### config.mk
export PLATFORM = sky130hd
export DESIGN_NAME = ssfoc_top
export DESIGN_NICKNAME = d
export VERILOG_FILES = /design/src/logic/ssfoc_chan.v /design/src/logic/ssfoc_top.v
export VERILOG_INCLUDE_DIRS = /design/src /design/src/shared
export SDC_FILE = /design/constraint.sdc
export NUM_CORES = 1
export LEC_CHECK = 0
export ABC_AREA = 1
export BUFFER_PORTS_ARGS = -buffer_cell sky130_fd_sc_hd__buf_2
export CORE_MARGIN = 4
export CORE_UTILIZATION = 55
export CTS_BUF_LIST = sky130_fd_sc_hd__clkbuf_4
export DETAILED_ROUTE_END_ITERATION = 8
export PLACE_DENSITY = 0.76
export SYNTH_ARGS = -nofsm -noshare
export SYNTH_HDL_FRONTEND = slang
export SYNTH_SLANG_ARGS = --single-unit
### constraint.sdc
create_clock -name clk -period 4.8 [get_ports clk]
set_clock_uncertainty 0.2 [all_clocks]
set_input_delay 0 -clock clk [delete_from_list [all_inputs] [get_ports clk]]
set_output_delay 0 -clock clk [all_outputs]
set_load 0.05 [all_outputs]
### src/shared/ssfoc_consts.vh
// Constants for the speed sensor fault and output control block
// Assumes a 125 MHz core clock
`ifndef SSFOC_CONSTS_VH
`define SSFOC_CONSTS_VH

`define SSFOC_CLK_MHZ        125
// Fault hold time in microseconds; longer than the 1 ms fault band time
`define SSFOC_HOLD_US        1100
// Hold and pulse counts are microseconds times clock MHz, sized to the counter
`define SSFOC_HOLD_CYC       18'h2191c
`define SSFOC_CNT_W          18
`define SSFOC_CNT_ONE        18'h00001
// Default output pulse width in microseconds and cycles
`define SSFOC_PULSE_US       45
`define SSFOC_PULSE_CYC      18'h015f9
// Output level codes
`define SSFOC_LVL_LOW        2'h0
`define SSFOC_LVL_HIGH       2'h1
`define SSFOC_LVL_FAULT_HIGH 2'h2
// Protocol codes
`define SSFOC_PROTO_LEVEL    2'h0
`define SSFOC_PROTO_PULSE    2'h1
// Recalibration factor: amplitude above twice the calibrated peak
`define SSFOC_RECAL_SHIFT    1
`define SSFOC_AMP_W          12

`endif

### src/logic/ssfoc_chan.v
// One output channel: pulse timing and collision blocking
// Assumes transition requests are single-cycle pulses in the clk domain
`include "ssfoc_consts.vh"
`default_nettype none

module ssfoc_chan
(
  input  wire       clk,
  input  wire       rst,
  input  wire       pulse_mode,
  input  wire       suppress,
  input  wire       req,
  input  wire       level_in,
  output reg        level,
  output reg        busy
);

  reg [`SSFOC_CNT_W-1:0] count;

  always @(posedge clk or posedge rst)
  begin
    if (rst)
    begin
      level <= 1'b0;
      busy  <= 1'b0;
      count <= {`SSFOC_CNT_W{1'b0}};
    end
    else if (suppress)
    begin
      // Normal transitions dropped while the fault is held
      level <= 1'b0;
      busy  <= 1'b0;
      count <= {`SSFOC_CNT_W{1'b0}};
    end
    else if (pulse_mode)
    begin
      if (busy)
      begin
        // New transitions blocked until the pulse is complete
        if (count == `SSFOC_CNT_ONE)
        begin
          busy  <= 1'b0;
          level <= 1'b0;
        end
        count <= count - `SSFOC_CNT_ONE;
      end
      else if (req)
      begin
        busy  <= 1'b1;
        level <= 1'b1;
        count <= `SSFOC_PULSE_CYC;
      end
      else
        // Pulse outputs idle low, whatever a level protocol left behind
        level <= 1'b0;
    end
    else
    begin
      // Level protocols follow the request directly
      busy  <= 1'b0;
      count <= {`SSFOC_CNT_W{1'b0}};
      if (req)
        level <= level_in;
    end
  end

endmodule

`default_nettype wire

### src/logic/ssfoc_top.v
// Fault signalling, auto reset, recalibration and output control
// Assumes synchronous inputs and rst from power-on or undervoltage
`include "ssfoc_consts.vh"
`default_nettype none

module ssfoc_top
(
  input  wire                   clk,
  input  wire                   rst,
  input  wire [7:0]             diag_fault,
  input  wire [7:0]             diag_clearable,
  input  wire [1:0]             protocol,
  input  wire                   req_a,
  input  wire                   lvl_a,
  input  wire                   req_b,
  input  wire                   lvl_b,
  input  wire                   calibrated,
  input  wire [`SSFOC_AMP_W-1:0] amp_tracked,
  input  wire [`SSFOC_AMP_W-1:0] amp_cal,
  output reg  [1:0]             out_a,
  output reg  [1:0]             out_b,
  output reg                    fault_active,
  output reg                    fault_latched,
  output reg                    ctrl_reset,
  output reg                    recal_req,
  output reg                    pulse_busy
);

  // One-hot fault sequence states
  localparam ST_NORMAL = 3'b001;
  localparam ST_HOLD   = 3'b010;
  localparam ST_RESET  = 3'b100;

  reg  [2:0]              state;
  reg  [`SSFOC_CNT_W-1:0] hold_cnt;
  reg                     clearable;

  reg  [2:0]              next_state;
  reg  [`SSFOC_CNT_W-1:0] next_hold_cnt;
  reg                     next_clearable;
  reg                     next_fault_active;
  reg                     next_fault_latched;
  reg                     next_ctrl_reset;
  reg  [1:0]              next_out_a;
  reg  [1:0]              next_out_b;
  reg                     next_pulse_busy;
  reg                     next_recal_req;

  wire                    any_fault;
  wire                    any_clear;
  wire                    hard_seen;
  wire                    hold_done;
  wire                    pulse_mode;
  wire                    suppress;
  wire                    lvl_out_a;
  wire                    lvl_out_b;
  wire                    busy_a;
  wire                    busy_b;
  wire                    amp_over;
  wire [`SSFOC_AMP_W:0]   amp_limit;

  // A fault is clearable only if every active monitor is in the subset
  assign any_fault  = |diag_fault;
  assign any_clear  = ~|(diag_fault & ~diag_clearable);
  // Some active monitor lies outside the clearable subset
  assign hard_seen  = any_fault & ~any_clear;
  assign hold_done  = (hold_cnt == {`SSFOC_CNT_W{1'b0}});
  assign pulse_mode = (protocol == `SSFOC_PROTO_PULSE);
  assign suppress   = (state != ST_NORMAL) | any_fault;
  // Recalibration threshold is twice the calibrated peak
  assign amp_limit  = {1'b0, amp_cal} << `SSFOC_RECAL_SHIFT;
  assign amp_over   = ({1'b0, amp_tracked} > amp_limit);

  ssfoc_chan u_chan_a
  (
    .clk        (clk),
    .rst        (rst),
    .pulse_mode (pulse_mode),
    .suppress   (suppress),
    .req        (req_a),
    .level_in   (lvl_a),
    .level      (lvl_out_a),
    .busy       (busy_a)
  );

  ssfoc_chan u_chan_b
  (
    .clk        (clk),
    .rst        (rst),
    .pulse_mode (pulse_mode),
    .suppress   (suppress),
    .req        (req_b),
    .level_in   (lvl_b),
    .level      (lvl_out_b),
    .busy       (busy_b)
  );

  // Fault sequence: entry, hold count, then self reset or permanent latch
  always @*
  begin
    // Defaults hold every register except ctrl_reset, which defaults low
    next_state         = state;
    next_hold_cnt      = hold_cnt;
    next_clearable     = clearable;
    next_fault_active  = fault_active;
    next_fault_latched = fault_latched;
    next_ctrl_reset    = 1'b0;
    case (state)
      ST_NORMAL:
      begin
        // Outputs already follow the fault through suppress
        if (any_fault)
        begin
          next_state        = ST_HOLD;
          next_hold_cnt     = `SSFOC_HOLD_CYC;
          next_clearable    = any_clear;
          next_fault_active = 1'b1;
        end
      end
      ST_HOLD:
      begin
        // A hard monitor seen even in the last hold cycle blocks the reset
        if (hard_seen)
          next_clearable = 1'b0;
        if (!hold_done)
          next_hold_cnt = hold_cnt - `SSFOC_CNT_ONE;
        else if (next_clearable)
        begin
          next_state      = ST_RESET;
          next_ctrl_reset = 1'b1;
        end
        else
          // Hard fault: outputs stay in the fault band until rst
          next_fault_latched = 1'b1;
      end
      ST_RESET:
      begin
        // One cycle of controller reset; a new fault waits for NORMAL
        next_state        = ST_NORMAL;
        next_fault_active = 1'b0;
      end
      default:
      begin
        next_state = ST_NORMAL;
      end
    endcase
  end

  // Sequence registers
  always @(posedge clk or posedge rst)
  begin
    if (rst)
    begin
      state         <= ST_NORMAL;
      hold_cnt      <= {`SSFOC_CNT_W{1'b0}};
      clearable     <= 1'b0;
      fault_active  <= 1'b0;
      fault_latched <= 1'b0;
      ctrl_reset    <= 1'b0;
    end
    else
    begin
      state         <= next_state;
      hold_cnt      <= next_hold_cnt;
      clearable     <= next_clearable;
      fault_active  <= next_fault_active;
      fault_latched <= next_fault_latched;
      ctrl_reset    <= next_ctrl_reset;
    end
  end

  // Fault overrides both outputs with the high fault band
  always @*
  begin
    if (suppress)
    begin
      next_out_a = `SSFOC_LVL_FAULT_HIGH;
      next_out_b = `SSFOC_LVL_FAULT_HIGH;
    end
    else
    begin
      next_out_a = lvl_out_a ? `SSFOC_LVL_HIGH : `SSFOC_LVL_LOW;
      next_out_b = lvl_out_b ? `SSFOC_LVL_HIGH : `SSFOC_LVL_LOW;
    end
    next_pulse_busy = busy_a | busy_b;
    // No recalibration request while the outputs carry a fault
    next_recal_req  = calibrated & ~suppress & amp_over;
  end

  // Every output leaves straight from a flop
  always @(posedge clk or posedge rst)
  begin
    if (rst)
    begin
      out_a      <= `SSFOC_LVL_LOW;
      out_b      <= `SSFOC_LVL_LOW;
      pulse_busy <= 1'b0;
      recal_req  <= 1'b0;
    end
    else
    begin
      out_a      <= next_out_a;
      out_b      <= next_out_b;
      pulse_busy <= next_pulse_busy;
      recal_req  <= next_recal_req;
    end
  end

endmodule

`default_nettype wire

==> flow_summary.toml <==
[hold_path]
hp-start = "protocol[0]"
hp-class = "input port to flop"

[synthesis]
synth_top_family_by_area = "simple AND/OR/NAND/NOR gates"
synth_compound_area_frac = 0.116
synth_edf_count = 0
yosysTopAreaCell = "dfrtp_1"
avgSynthCellArea_um2 = 6.96
ys_seq_area_frac = 0.386
synth_fa_ha_area_frac = 0.0469
syn-num-nets = 718
synth_top_area_frac = 0.380
synth_warnings = 0
async_reset_ff_frac = 1.00
ys_ff_latch = 70
synthCells = 652
synth_top_flop_cell = "dfrtp_1"
syn-cell-area_um2 = 4540
synth.distinct_cells = 36
synthTopCellsByArea = "dfrtp_1 38%, nand2_1 14%, inv_1 8.8%, nor2_1 7.3%, nand3_1 5.8%"
synth-simple-area-share = 0.332
synth_xor_area_frac = 0.0174
muxShareOfSynthArea = 0

[place]
dpl.cell_count = 804
hpwlAfterDp_mm = 7.64
portBuffers = 57
gp_congestion = 0.904

[critical_path]
crit_arrival_ns = 4.42
reg2regPathDepth = 8
crit_path_max_fanout = 7
r2r_end = "recal_req"
crit_required_ns = 4.95
endpoint = "recal_req"
start_kind = "input port"
critPathKind = "input port to flop"
reg2reg_slack_ns = 2.08
end_kind = "flop"
crit_path_start = "diag_fault[5]"
r2r-start = "state[0]"

[sta]
min_period_over_period = 0.888
fin_tns_setup_ns = 0
rsz0062_at_grt = "no"
setup_violations = 0
tightest_slew_ns = 0.877
layout_min_cycle_time_ns = 4.26
max_slew_margin = 0.415
hold_viol = 0
finalMaxSlewViolations = 0
fmax_ghz = 0.235

[pwr]
vdd_drop_max_uv = 255
power_mw = 1.58
power_density_nw_per_um2 = 300
swShare = 0.347
power_frac_comb = 0.259
p_seq_frac = 0.473
clkPwrFrac = 0.269
switchingPower_mw = 0.550
p_leak_nw = 2.78
p_int_mw = 1.03

[clocking]
postCtsHoldBufs = 21
clock_tree.buffer_depth = 2
cts-resized-gates = 0
postCtsSetupRepairBufs = 0
cts_root_buffer = "clkbuf_4"
worstSkewPairLatency_ns = 0.42
htreeDepth = 3
cts_tree = "yes"
clock_sinks = 70
clk_pin_slew_ns = 0.11
cts_buffers = 9

[floorplanning]
pin_count = 58
core_um2 = 7890
die_h_um = 98.8
dieArea_um2 = 9770
core.rowCount = 32
initial_core_util = 0.575
die_width_um = 98.8

[final_layout]
diodes = 0
drive_gt1_frac = 0.130
final_common_cell = "nand2_1"
areaGrowthSynthToFinish_pct = 16.2
final_nets = 800
final_cell_mix = "166 x nand2_1, 105 x inv_1, 88 x nor2_1"
final_cells = 841

[global_route]
antenna_found_initial = 0
grt_pass1_wl_mm = 17.9
grt_pass1_vias = 4203
grt_util_all_layers = 0.218
gr-total-overflow = 0
grt_start_max_net_pins = 71

[routing]
vias = 4422
antenna_left = 0
via_per_inst = 5.26
avgRoutedWirePerCell_um = 12.2
finalWirelength_mm = 10.3
drtIter0Drc = 226
drtPass1Iterations = 5
drc = 0

[status]
status = "complete, no violations"

[job]
maxCapViolCount = 0
synthesized netlist by cell type (5+ instances only):
master,instances
nand4_1,11
nor3_1,6
a21oi_1,13
inv_1,106
o21ai_0,48
xor2_1,7
nand2_1,166
o22ai_1,11
nor2_4,5
ha_1,17
nor2_1,88
o21ai_1,10
dfrtp_1,69
nand3_1,53
routing by layer:
| layer | track usage | vias to the layer above | share of wire |
|---|---|---|---|
| met5 | 0 | - | 0 |
| met4 | 0.0662 | 0 | 0.015 |
| met3 | 0.0347 | 16 | 0.071 |
| met2 | 0.375 | 147 | 0.47 |
| met1 | 0.283 | 2005 | 0.45 |
| li1 | - | 2254 | - |
cells by family after synthesis:
family,Yosys count
AND/OR/NAND/NOR,346
buffers and inverters,116
AO/OA/AOI/OAI,94
flip-flops,70
adder cells (fa/ha/maj),17
XOR/XNOR,9
power by group through the flow:
| stage | Combinational [mW] | Clock (mW) | Sequential [mW] |
|---|---|---|---|
| after floorplan | 0.311 | 0 | 0.734 |
| after global placement | 0.387 | 0 | 0.753 |
| after detailed placement | 0.405 | 0 | 0.754 |
| after CTS | 0.412 | 0.437 | 0.746 |
| after global routing | 0.477 | 0.464 | 0.761 |
| final | 0.410 | 0.426 | 0.748 |
state kept, by name, indices dropped and copies added (netlist names):
register,flops
u_chan_a.busy,1
recal_req,1
u_chan_b.busy,1
out_a,2
u_chan_a.level,1
u_chan_b.level,1
pulse_busy,1
ctrl_reset,1
fault_active,1
out_b,1
hold_cnt,18
u_chan_a.count,18
fault_latched,1
state,3
clearable,1
u_chan_b.count,18
worst min path at each step:
stage	to	slack [ns]	cells after the start
2_1_floorplan	recal_req	-0.06	2
3_3_place_gp	u_chan_b.busy	0.05	3
3_5_place_dp	recal_req	0.06	3
4_1_cts	u_chan_a.level	0.01	7
5_1_grt	u_chan_a.level	0.1	7
6_report	u_chan_a.level	0.03	7
worst max-delay path, cell delays in order:
cell           delay, ns
dlygate4sd3_1       0.53
buf_2               0.12
nor2_1              0.08
dlygate4sd3_1       0.55
nand2_1             0.04
dlygate4sd3_1       0.58
nor2_4              0.15
dlygate4sd3_1       0.69
nand2_1             0.20
inv_1               0.15
nand3_1             0.09
dlygate4sd3_1       0.56
a21oi_1             0.11
dlygate4sd3_1       0.55
stage by stage:
stage	hold WS [ns]	setup slack [ns]	utilization	cell area, µm²
after floorplan	-0.0649	2.83	-	4540
after global placement	0.0531	2.64	0.622	4910
after detailed placement	0.0597	2.56	0.622	4910
after CTS	0.0126	0.579	0.668	5270
after global routing	0.0983	0.329	0.668	5270
final	0.0342	0.537	0.668	5270
layout make-up:
type                       instances  area, µm²
clock buffer                       9       67.6
clock inverter                     7       88.8
fill                             676       2620
inverter                         108        405
multi-input combinational        466       2330
sequential                        70       1750
tap                              102        128
timing repair buffer              79        503
Power figures use the tool's default switching activity.
